$ cat src/rtl/brw_pkg.sv
// package for the board reset and watchdog block
package brw_pkg;

    // register offsets
    localparam logic [3:0] BRW_OFS_CTRL = 4'h0;
    localparam logic [3:0] BRW_OFS_KICK = 4'h1;
    localparam logic [3:0] BRW_OFS_STAT = 4'h2;
    localparam logic [3:0] BRW_OFS_MASK = 4'h3;
    localparam logic [3:0] BRW_OFS_CAUSE = 4'h4;

    // control field positions
    localparam int BRW_CTRL_EN = 0;
    localparam int BRW_CTRL_MODE_LO = 1;
    localparam int BRW_CTRL_TSEL_LO = 4;
    localparam int BRW_CTRL_RSTEN = 8;

    // status bit positions
    localparam int BRW_ST_WDIRQ = 0;
    localparam int BRW_ST_WDRST = 1;
    localparam int BRW_ST_BUTTON = 2;
    localparam int BRW_ST_PRST = 3;
    localparam int BRW_ST_BPRST = 4;
    localparam int BRW_ST_SUPPLY = 5;

    // reset values
    localparam logic [7:0] BRW_CTRL_RST = 8'h00;
    localparam logic [5:0] BRW_MASK_RST = 6'h00;
    localparam logic [1:0] BRW_CAUSE_RST = 2'h0;

    // timing
    localparam int BRW_CLK_HZ = 40000000;
    localparam int BRW_BASE_MS = 125;
    localparam int BRW_LONG_S = 4096;
    localparam int BRW_STEPS = 16;
    localparam int BRW_TICK_CYC = BRW_CLK_HZ / 1000 * BRW_BASE_MS;
    localparam int BRW_PULSE_US = 100;
    localparam int BRW_PULSE_CYC = BRW_CLK_HZ / 1000000 * BRW_PULSE_US;

    // watchdog action modes
    typedef enum logic [1:0] {
        BRW_ACT_IRQ = 2'b00,
        BRW_ACT_RST = 2'b01,
        BRW_ACT_DUAL = 2'b10
    } brw_act_t;

    // register bus request
    typedef struct packed {
        logic [3:0] addr;
        logic [15:0] wdata;
        logic wr;
        logic rd;
    } brw_bus_t;

    // watchdog control
    typedef struct packed {
        logic en;
        brw_act_t act;
        logic [3:0] tsel;
    } brw_wdcfg_t;

endpackage : brw_pkg

$ cat src/rtl/brw_sync.sv
// two-flop synchroniser for external pins
`timescale 1ns/1ps
module brw_sync (
    input wire logic clk_sys,
    input wire logic sys_rst,
    input wire logic pin,
    output logic sync
);
    import brw_pkg::*;

    logic meta; // first stage, read only by second

    // two flops in series
    always_ff @(posedge clk_sys or posedge sys_rst) begin
        if (sys_rst) begin
            meta <= 1'b0;
            sync <= 1'b0;
        end else begin
            meta <= pin;
            sync <= meta;
        end
    end
endmodule : brw_sync

$ cat src/rtl/brw_stretch.sv
// stretches a one-cycle event into a fixed-length reset pulse
`timescale 1ns/1ps
module brw_stretch (
    input wire logic clk_sys,
    input wire logic sys_rst,
    input wire logic trig,
    output logic active
);
    import brw_pkg::*;

    logic [15:0] cnt; // remaining cycles

    // reload on trigger, count down otherwise
    always_ff @(posedge clk_sys or posedge sys_rst) begin
        if (sys_rst) begin
            cnt <= 16'h0000;
        end else if (trig) begin
            cnt <= 16'(BRW_PULSE_CYC);
        end else if (cnt != 16'h0000) begin
            cnt <= cnt - 16'h0001;
        end
    end

    assign active = (cnt != 16'h0000);
endmodule : brw_stretch

$ cat src/rtl/brw_top.sv
// board reset collector with two-stage watchdog and register port
//
// Operation
// - sixteen timeouts, 125 ms up to 4096 s
// - unserviced timeout gives interrupt or reset
// - dual mode: interrupt first, then reset
// - flag shows watchdog caused last reset
// - hold reset while 5 V rail low
// - hold reset while 3.3 V rail low
// - hold reset while converter fails
// - push-button resets on press edge
// - watchdog expiry resets on its edge
// - backplane push-button resets on falling edge
// - peripheral-mode backplane reset needs enable
// - any accepted source drives board reset
//
// The implementer's own choices: the register addresses and the address-and-strobe port.
`timescale 1ns/1ps
module brw_top (
    input wire logic clk_sys,
    input wire logic sys_rst,
    input wire logic [3:0] reg_addr,
    input wire logic [15:0] reg_wdata,
    input wire logic reg_wr,
    input wire logic reg_rd,
    output logic [15:0] reg_rdata,
    input wire logic mon5_low,
    input wire logic mon33_low,
    input wire logic dcdc_fail,
    input wire logic button_n,
    input wire logic bp_prst_n,
    input wire logic bp_rst_n,
    input wire logic periph_mode,
    output logic board_rst,
    output logic irq,
    output logic wd_active
);
    import brw_pkg::*;

    ////////////////////////////////////////////////////////////////////////
    // input synchronisers

    logic s_mon5; // 5 V low, synced
    logic s_mon33; // 3.3 V low, synced
    logic s_dcdc; // converter fail, synced
    logic s_btn_n; // button, synced
    logic s_prst_n; // backplane push-button, synced
    logic s_bprst_n; // backplane reset, synced
    logic s_periph; // peripheral mode, synced

    brw_sync u_sy0 (.clk_sys(clk_sys), .sys_rst(sys_rst), .pin(mon5_low), .sync(s_mon5));
    brw_sync u_sy1 (.clk_sys(clk_sys), .sys_rst(sys_rst), .pin(mon33_low), .sync(s_mon33));
    brw_sync u_sy2 (.clk_sys(clk_sys), .sys_rst(sys_rst), .pin(dcdc_fail), .sync(s_dcdc));
    brw_sync u_sy3 (.clk_sys(clk_sys), .sys_rst(sys_rst), .pin(button_n), .sync(s_btn_n));
    brw_sync u_sy4 (.clk_sys(clk_sys), .sys_rst(sys_rst), .pin(bp_prst_n), .sync(s_prst_n));
    brw_sync u_sy5 (.clk_sys(clk_sys), .sys_rst(sys_rst), .pin(bp_rst_n), .sync(s_bprst_n));
    brw_sync u_sy6 (.clk_sys(clk_sys), .sys_rst(sys_rst), .pin(periph_mode), .sync(s_periph));

    ////////////////////////////////////////////////////////////////////////
    // bus request bundle

    brw_bus_t bus; // register port request
    assign bus = '{addr: reg_addr, wdata: reg_wdata, wr: reg_wr, rd: reg_rd};

    ////////////////////////////////////////////////////////////////////////
    // edge detection on synced pins

    logic btn_d; // previous button level
    logic prst_d; // previous backplane push-button level
    logic bprst_d; // previous backplane reset level
    logic btn_ev; // button press edge
    logic prst_ev; // backplane push-button edge
    logic bprst_ev; // accepted backplane reset edge
    logic rsten; // software enable for backplane reset

    // history of active-low pins; reset low to match the synchroniser reset
    // level, so the rise of a synced pin after reset is never taken as a press
    always_ff @(posedge clk_sys or posedge sys_rst) begin
        if (sys_rst) begin
            btn_d <= 1'b0;
            prst_d <= 1'b0;
            bprst_d <= 1'b0;
        end else begin
            btn_d <= s_btn_n;
            prst_d <= s_prst_n;
            bprst_d <= s_bprst_n;
        end
    end

    assign btn_ev = btn_d & ~s_btn_n;
    assign prst_ev = prst_d & ~s_prst_n;
    assign bprst_ev = bprst_d & ~s_bprst_n & s_periph & rsten;

    ////////////////////////////////////////////////////////////////////////
    // control registers

    logic [7:0] ctrl; // watchdog control, bits 7:0
    logic [5:0] mask; // interrupt mask
    brw_wdcfg_t cfg; // decoded watchdog control
    logic kick; // watchdog retrigger strobe

    // control and mask written by software
    always_ff @(posedge clk_sys or posedge sys_rst) begin
        if (sys_rst) begin
            ctrl <= BRW_CTRL_RST;
            mask <= BRW_MASK_RST;
        end else if (bus.wr) begin
            if (bus.addr == BRW_OFS_CTRL) begin
                ctrl <= bus.wdata[7:0];
            end
            if (bus.addr == BRW_OFS_MASK) begin
                mask <= bus.wdata[5:0];
            end
        end
    end

    // rsten held in its own flop, bit 8 of control
    always_ff @(posedge clk_sys or posedge sys_rst) begin
        if (sys_rst) begin
            rsten <= 1'b0;
        end else if (bus.wr && bus.addr == BRW_OFS_CTRL) begin
            rsten <= bus.wdata[BRW_CTRL_RSTEN];
        end
    end

    // one driver for the whole decoded control word
    assign cfg = '{
        en: ctrl[BRW_CTRL_EN],
        act: brw_act_t'(ctrl[BRW_CTRL_MODE_LO +: 2]),
        tsel: ctrl[BRW_CTRL_TSEL_LO +: 4]
    };
    assign kick = bus.wr && (bus.addr == BRW_OFS_KICK);

    ////////////////////////////////////////////////////////////////////////
    // watchdog timebase and counter

    // timeout in 125 ms ticks for each setting
    function automatic logic [15:0] wd_limit(input logic [3:0] sel);
        wd_limit = 16'h0001 << sel;
    endfunction : wd_limit

    logic [22:0] tick_cnt; // cycles within one base tick
    logic tick; // one base tick elapsed
    logic [15:0] wd_cnt; // ticks elapsed since retrigger
    logic expire; // one-cycle timeout event

    // base tick prescaler, 125 ms
    always_ff @(posedge clk_sys or posedge sys_rst) begin
        if (sys_rst) begin
            tick_cnt <= 23'h000000;
        end else if (!cfg.en || kick || tick) begin
            tick_cnt <= 23'h000000;
        end else begin
            tick_cnt <= tick_cnt + 23'h000001;
        end
    end

    assign tick = (tick_cnt == 23'(BRW_TICK_CYC - 1));

    // watchdog stage machine, gray along idle-armed-warned
    typedef enum logic [1:0] {
        BRW_WD_IDLE = 2'b00,
        BRW_WD_ARMED = 2'b01,
        BRW_WD_WARNED = 2'b11
    } brw_wdst_t;

    brw_wdst_t wd_st; // stage state
    logic wd_irq_ev; // interrupt stage event
    logic wd_rst_ev; // reset stage event
    logic at_limit; // count reached selected timeout

    // a retrigger in the expiry cycle counts as serviced in time
    assign at_limit = tick && !kick && (wd_cnt + 16'h0001 == wd_limit(cfg.tsel));
    assign expire = at_limit;

    // tick count since last retrigger
    always_ff @(posedge clk_sys or posedge sys_rst) begin
        if (sys_rst) begin
            wd_cnt <= 16'h0000;
        end else if (!cfg.en || kick || at_limit) begin
            wd_cnt <= 16'h0000;
        end else if (tick) begin
            wd_cnt <= wd_cnt + 16'h0001;
        end
    end

    // stage progression
    always_ff @(posedge clk_sys or posedge sys_rst) begin
        if (sys_rst) begin
            wd_st <= BRW_WD_IDLE;
        end else begin
            case (wd_st)
                BRW_WD_IDLE: begin
                    if (cfg.en) begin
                        wd_st <= BRW_WD_ARMED;
                    end
                end
                BRW_WD_ARMED: begin
                    if (!cfg.en) begin
                        wd_st <= BRW_WD_IDLE;
                    end else if (expire && cfg.act == BRW_ACT_DUAL) begin
                        wd_st <= BRW_WD_WARNED;
                    end
                end
                BRW_WD_WARNED: begin
                    if (!cfg.en) begin
                        wd_st <= BRW_WD_IDLE;
                    end else if (kick) begin
                        wd_st <= BRW_WD_ARMED; // serviced in time
                    end else if (expire) begin
                        wd_st <= BRW_WD_ARMED; // reset issued
                    end
                end
                default: begin
                    wd_st <= BRW_WD_IDLE;
                end
            endcase
        end
    end

    // event decode per mode
    always_comb begin
        wd_irq_ev = 1'b0;
        wd_rst_ev = 1'b0;
        if (expire) begin
            case (cfg.act)
                BRW_ACT_IRQ: wd_irq_ev = (wd_st == BRW_WD_ARMED);
                BRW_ACT_RST: wd_rst_ev = (wd_st == BRW_WD_ARMED);
                BRW_ACT_DUAL: begin
                    wd_irq_ev = (wd_st == BRW_WD_ARMED);
                    wd_rst_ev = (wd_st == BRW_WD_WARNED);
                end
                default: wd_rst_ev = (wd_st == BRW_WD_ARMED);
            endcase
        end
    end

    ////////////////////////////////////////////////////////////////////////
    // reset pulse stretchers

    logic str_wd; // watchdog reset pulse
    logic str_btn; // button reset pulse
    logic str_prst; // backplane push-button pulse
    logic str_bprst; // backplane reset pulse

    brw_stretch u_st0 (.clk_sys(clk_sys), .sys_rst(sys_rst), .trig(wd_rst_ev), .active(str_wd));
    brw_stretch u_st1 (.clk_sys(clk_sys), .sys_rst(sys_rst), .trig(btn_ev), .active(str_btn));
    brw_stretch u_st2 (.clk_sys(clk_sys), .sys_rst(sys_rst), .trig(prst_ev), .active(str_prst));
    brw_stretch u_st3 (.clk_sys(clk_sys), .sys_rst(sys_rst), .trig(bprst_ev), .active(str_bprst));

    ////////////////////////////////////////////////////////////////////////
    // board reset output

    logic supply_bad; // any level source active

    assign supply_bad = s_mon5 | s_mon33 | s_dcdc;

    // registered combination of all sources
    always_ff @(posedge clk_sys or posedge sys_rst) begin
        if (sys_rst) begin
            board_rst <= 1'b1;
        end else begin
            board_rst <= supply_bad | str_wd | str_btn | str_prst | str_bprst;
        end
    end

    ////////////////////////////////////////////////////////////////////////
    // reset cause flag, survives the board reset

    logic [1:0] cause; // bit0 watchdog, bit1 other source

    // latched on each accepted edge source
    always_ff @(posedge clk_sys or posedge sys_rst) begin
        if (sys_rst) begin
            cause <= BRW_CAUSE_RST;
        end else if (wd_rst_ev) begin
            cause <= 2'b01;
        end else if (btn_ev | prst_ev | bprst_ev | supply_bad) begin
            cause <= 2'b10;
        end
    end

    ////////////////////////////////////////////////////////////////////////
    // interrupt status

    logic [5:0] stat; // sticky events
    logic [5:0] ev; // events this cycle
    logic stat_rd; // status read clears

    assign ev = {supply_bad, bprst_ev, prst_ev, btn_ev, wd_rst_ev, wd_irq_ev};
    assign stat_rd = bus.rd && (bus.addr == BRW_OFS_STAT);

    // set wins over read clear
    always_ff @(posedge clk_sys or posedge sys_rst) begin
        if (sys_rst) begin
            stat <= 6'h00;
        end else begin
            stat <= (stat_rd ? 6'h00 : stat) | ev;
        end
    end

    // level interrupt from flop
    always_ff @(posedge clk_sys or posedge sys_rst) begin
        if (sys_rst) begin
            irq <= 1'b0;
        end else begin
            irq <= |(((stat_rd ? 6'h00 : stat) | ev) & mask);
        end
    end

    // watchdog running indicator
    always_ff @(posedge clk_sys or posedge sys_rst) begin
        if (sys_rst) begin
            wd_active <= 1'b0;
        end else begin
            wd_active <= cfg.en;
        end
    end

    ////////////////////////////////////////////////////////////////////////
    // read data, one cycle after strobe

    always_ff @(posedge clk_sys or posedge sys_rst) begin
        if (sys_rst) begin
            reg_rdata <= 16'h0000;
        end else if (bus.rd) begin
            case (bus.addr)
                BRW_OFS_CTRL: reg_rdata <= {7'h00, rsten, ctrl};
                BRW_OFS_KICK: reg_rdata <= wd_cnt;
                BRW_OFS_STAT: reg_rdata <= {10'h000, stat};
                BRW_OFS_MASK: reg_rdata <= {10'h000, mask};
                BRW_OFS_CAUSE: reg_rdata <= {14'h0000, cause};
                default: reg_rdata <= 16'h0000;
            endcase
        end else begin
            reg_rdata <= 16'h0000;
        end
    end
endmodule : brw_top

$ cat config.mk
export PLATFORM = sky130hd
export DESIGN_NAME = brw_top
export DESIGN_NICKNAME = d
export VERILOG_FILES = /design/src/rtl/brw_pkg.sv /design/src/rtl/brw_sync.sv /design/src/rtl/brw_stretch.sv /design/src/rtl/brw_top.sv
export SDC_FILE = /design/constraint.sdc
export NUM_CORES = 1
export LEC_CHECK = 0
export BUFFER_PORTS_ARGS = -buffer_cell sky130_fd_sc_hd__buf_4
export CAP_MARGIN = 25
export CORE_AREA = 4 4 149 151
export CTS_CLUSTER_SIZE = 25
export DETAILED_ROUTE_END_ITERATION = 10
export DIE_AREA = 0 0 153 155
export PLACE_DENSITY = 0.65
export REMOVE_ABC_BUFFERS = 1
export SLEW_MARGIN = 10
export SYNTH_ARGS = -nofsm -noshare
export SYNTH_HDL_FRONTEND = slang
export SYNTH_SLANG_ARGS = --single-unit
export TNS_END_PERCENT = 20
$ cat constraint.sdc
create_clock -name clk_sys -period 7.5 [get_ports clk_sys]
set_input_delay 1.5 -clock clk_sys [delete_from_list [all_inputs] [get_ports clk_sys]]
set_output_delay 1.5 -clock clk_sys [all_outputs]
set_load 0.02 [all_outputs]
==> results of run 1 <==
[Yosys cell counts, drive strengths merged, types with 8 or more instances]
cell type    n
nand2       94
clkbuf      25
or3         14
and3        20
dfrtp      163
nand4b       9
nor2b       14
buf         13
and2         9
inv         20
nor3        33
nor4        17
a21oi       21
nor2       101
nand3       44
nand4       16
or4          8
mux2        15
xor2        31
o21ai       19
nand2b      10
o32ai       13
xnor2       49
[worst paths after layout]
| path | slack [ps] | to | cells after the start | from |
|---|---|---|---|---|
| min in group asynchronous | 1000 | u_st3.cnt[8] | 2 | sys_rst |
| max in group asynchronous | 4960 | reg_rdata[9] | 4 | sys_rst |
| max | 3900 | wd_cnt[10] | 8 | reg_addr[0] |
| max reg2reg | 4070 | wd_cnt[10] | 8 | tick_cnt[0] |
| min reg2reg | 350 | u_sy0.sync | 0 | u_sy0.meta |
| min | 350 | u_sy0.sync | 0 | u_sy0.meta |
[logic make-up after synthesis]
| family | count (synthesis) |
|---|---|
| buffers and inverters | 58 |
| multiplexers | 25 |
| AND/OR/NAND/NOR | 422 |
| XOR/XNOR | 80 |
| flip-flops | 164 |
| AO/OA/AOI/OAI | 92 |
| adder cells (fa/ha/maj) | 6 |
[final cells by class]
cell class	count	area (um^2)
fill	1998	11360
sequential	164	4105
multi-input combinational	625	3956
clock buffer	17	425.4
timing repair buffer	45	361.6
tap	275	344.1
clock inverter	15	186.4
inverter	20	80.08
[report_power, final]
part	switching (mW)	internal, mW
Combinational	0.207	0.168
Clock	0.399	0.507
Sequential	0.123	0.989
Total	0.729	1.66
[metal layers]
metal / wire [um] / GRT usage, % / up-vias / part of all wire, %
met3: 931 / 3.950 / 28 / 5.1
met2: 8336 / 24.45 / 160 / 46
met4: 329 / 5.134 / 0 / 1.8
li1: - / - / 3054 / -
met1: 8672 / 22.79 / 3037 / 47
met5: 0 / 0 / - / 0
[per-stage QoR]
stage                     hold slack, ps  setup WS, ps  util, %
after global placement             332.6          3555    42.30
after global routing               355.3          3778    45.43
after floorplan                    331.2          1568        -
after detailed placement           334.7          3494    42.30
final                              349.0          3897    45.43
after CTS                          350.1          3941    45.24
[sequential cells by signal (all words and copies together), names as in the netlist, 2 cells and up]
name / cells
reg_rdata: 16
u_st1.cnt: 16
u_st0.cnt: 16
stat: 6
tick_cnt: 23
ctrl: 8
wd_cnt: 16
u_st3.cnt: 16
u_st2.cnt: 16
mask: 6
wd_st: 2
cause: 2
==> reports/metrics.cfg, run 1 <==
[critical_path]
worstPathBufferInverterCount = 1
startpoint_type = input pin
crit_family = simple AND/OR/NAND/NOR gates
end_kind = flop
cp_cell_sequence = buf_4 -> nor4bb_1 -> nand2b_1 -> or4b_4 -> a311oi_2 -> nand4_2 -> o311ai_0 -> a21oi_1
cpMaxStageDelayCell = o311ai_0
worst-path-max-fanout = 15
cp_slowest_stage_delay_ps = 560
critPathRequiredTime_ps = 7790
path_class = in2reg
cp.arrival_ps = 3890

[grt]
antenna_found_initial = 0
grt_pass1_wl_um = 31040
grt_start_max_net_pins = 102
overflow = 0
grt_pass1_vias = 6024
grt_usage_pct = 16.08

[timing]
final.period_utilization_pct = 48.04
hold_viol = 0
setup-violations-final = 0
fin_crit_ps = 3603
rsz0062_at_grt = false
finalMaxSlewViolations = 0
fmax_mhz = 277.6
slew_headroom_pct = 37.21
finalSetupTns_ps = 0
worst_pin_slew_ps = 938.4
finClkSkew_ps = 14.63

[synthesis]
yosys_warnings = 0
ys.flop_type = dfrtp_1
yosysSeqAreaShare_pct = 49.50
synthDistinctLibCells = 68
synth.top_cell.area_share_pct = 49.19
synth.area.top_cells = dfrtp_1 49%, xnor2_1 5.2%, nor2_1 4.6%
synthAdderAreaFrac_pct = 0.9053
netlist_area_um2 = 8293
synth_compound_area_share_pct = 7.785
synth_mux_area_share_pct = 4.149
yosys.area.top_type = dfrtp_1
synth-edff-count = 0
synthArstFlopShare_pct = 100.0
synth_xor_area_share_pct = 8.449
synthSimpleGateAreaFrac_pct = 26.34
synth_cells = 847
synth_area_per_cell_um2 = 9.791
synth_top_family_by_area = simple AND/OR/NAND/NOR gates
ys_ff_latch = 164

[layout]
final_nets = 910
final_area_um2 = 9459
final_cell_mix = 163 x dfrtp_1, 101 x nor2_1, 94 x nand2_1, 49 x xnor2_1
layout_commonest_cell = dfrtp_1
stdcell_count = 1161
drive_above_1_share_pct = 12.98
antenna_cells = 0
areaGrowthSynthToFinish_pct = 14.06

[clock_network]
cts_tree = done
clk_latency_ps = 440
cts_buffers = 17
clk_path_buf_depth = 2
cts_sinks = 164
cts_resized = 0
clockRootBuffer = clkbuf_16
post_cts_buffers = 0
h-tree-depth = 4
cts_hold_buffers = 0
clk_pin_slew_ps = 70

[drt]
final_antenna_net_count = 0
drt_iter0_drc = 484
wl_per_cell_um = 15.74
drc_errors = 0
via_count = 6279
drt-vias-per-instance = 5.408
firstDrtPassIters = 5
wirelength_um = 18270

[outcome]
status = completed

[hold_path]
hp-class = reg2reg

[floorplan]
fp.coreArea_um2 = 20820
dieArea_um2 = 23720
fp.dieW_um = 153
start_util_pct = 39.83
io_pins = 50
row_count = 53
die_y_um = 155

[placement]
dp_hpwl_um = 12550
port_buffers = 42
place.gp.congestion = 0.8863
dp.cells = 1127
placed_cell_area_um2 = 8808

[power]
p_leak_nw = 3.823
ir_drop_mv = 0.1146
power_mw = 2.393
p_per_area_nw_per_um2 = 253.0

[run]
drv_cap = 0

Note: power is estimated with default switching activity, not from simulation.
==> inputs of run 2 (changes only) <==
==> constraint.sdc (replaced) <==
create_clock -name clk_sys -period 3.7 [get_ports clk_sys]
set_input_delay 0.74 -clock clk_sys [delete_from_list [all_inputs] [get_ports clk_sys]]
set_output_delay 0.74 -clock clk_sys [all_outputs]
set_load 0.02 [all_outputs]
==> run 2 against run 1 <==
Final area grew 0.90%. Hold slack lost 8.0 ps. Global-route usage grew 0.51 points. Routed wire length grew 2.9%. Register-to-register slack lost 3700 ps. Die area is the same. Worst setup slack lost 3500 ps. Critical endpoint is now u_st0.cnt[1]. Largest cell class unchanged.
==> reports/metrics.cfg, run 2 (synthesized netlist as in run 1, its figures left out) <==
[timing]
slew_headroom_pct = 36.43
worst_pin_slew_ps = 950.1
finClkSkew_ps = 10.08
fin_crit_ps = 3307
rsz0062_at_grt = false
final.setup.worst_slack_ps = 392.8
hold_viol = 0
setup-violations-final = 0
finalMaxSlewViolations = 0
final.period_utilization_pct = 89.38
finalSetupTns_ps = 0
fmax_mhz = 302.4
timing.hold.ws_ps = 341.1

[floorplan]
dieArea_um2 = 23720
fp.coreArea_um2 = 20820
die_y_um = 155
start_util_pct = 39.83
io_pins = 50
row_count = 53
fp.dieW_um = 153

[placement]
dp.cells = 1146
port_buffers = 42
dp_hpwl_um = 13340
placed_cell_area_um2 = 8957
dp_slack_ps = 429.3
place.gp.congestion = 0.8784

[critical_path]
cpMaxStageDelayCell = and4_1
critPathRequiredTime_ps = 3990
cp_cell_sequence = nand4_1 -> nor4_2 -> a21boi_0 -> or3_1 -> a221oi_1 -> and4_1 -> a211oi_1
startpoint_type = flop
worst-path-max-fanout = 11
cp.arrival_ps = 3590
cp_slowest_stage_delay_ps = 580
end_kind = flop
path_class = reg2reg

[grt]
grt_pass1_wl_um = 32130
antenna_found_initial = 0
grt_start_max_net_pins = 68
grt_pass1_vias = 6312
overflow = 0
grt_usage_pct = 16.59

[clock_network]
clockRootBuffer = clkbuf_16
h-tree-depth = 4
cts_sinks = 164
clk_path_buf_depth = 2
cts_resized = 0
cts_buffers = 17
cts_hold_buffers = 0
clk_pin_slew_ps = 70
post_cts_buffers = 0
clk_latency_ps = 430
cts_tree = done

[layout]
largest_reg_flops = 23
final_nets = 927
antenna_cells = 0
largest-register = tick_cnt
stdcell_count = 1177
final_area_um2 = 9544
areaGrowthSynthToFinish_pct = 15.09
drive_above_1_share_pct = 14.30
final_cell_mix = 163 x dfrtp_1, 101 x nor2_1, 94 x nand2_1, 61 x buf_4, 49 x xnor2_1
layout_commonest_cell = dfrtp_1
final_util_pct = 45.84

[power]
ir_drop_mv = 0.2115
power_mw = 4.832
p_per_area_nw_per_um2 = 506.2
p_leak_nw = 3.893

[drt]
wl_per_cell_um = 15.97
wirelength_um = 18800
drt_iter0_drc = 661
final_antenna_net_count = 0
drt-vias-per-instance = 5.427
via_count = 6388
firstDrtPassIters = 5
drc_errors = 0

[outcome]
status = completed

[hold_path]
hp-class = reg2reg

[run]
drv_cap = 0

==> run 2: worst paths after layout <==
check / startpoint / end / slack [ps] / cells past startpoint
max in group asynchronous: sys_rst / wd_st[0] / 2560 / 3
hold / removal: u_sy5.meta / u_sy5.sync / 340 / 0
hold reg to reg: u_sy5.meta / u_sy5.sync / 340 / 0
setup / recovery: wd_cnt[2] / u_st0.cnt[1] / 390 / 7
min in group asynchronous: sys_rst / u_sy1.meta / 390 / 2
setup reg to reg: wd_cnt[2] / u_st0.cnt[1] / 390 / 7
==> run 2: per-layer routing <==
layer	global-route usage, %	share of wire (%)	vias up
met2	25.82	46	153
met4	5.431	1.6	0
met1	23.43	47	3119
met5	0	0	-
met3	3.394	4.4	26
li1	-	-	3090
==> run 2: worst max-delay path: cells and delay by family, from the launching register on <==
family	cells	cell delay, ps
and+or+nand+nor	4	1670
AOI/OAI and AO/OA	3	920
DFF	1	560
==> run 2: power breakdown <==
group          internal [mW]  total [mW]  switching, mW
Clock                   1.03        1.78          0.753
Sequential              2.01        2.22          0.210
Combinational          0.370       0.837          0.467
Total                   3.40        4.83           1.43
==> run 2: final cells by class <==
cell class,count,area (um^2)
fill,1985,11280
multi-input combinational,625,3950
clock inverter,12,143.9
tap,275,344.1
timing repair buffer,62,478.0
sequential,164,4105
clock buffer,19,442.9
inverter,20,80.08
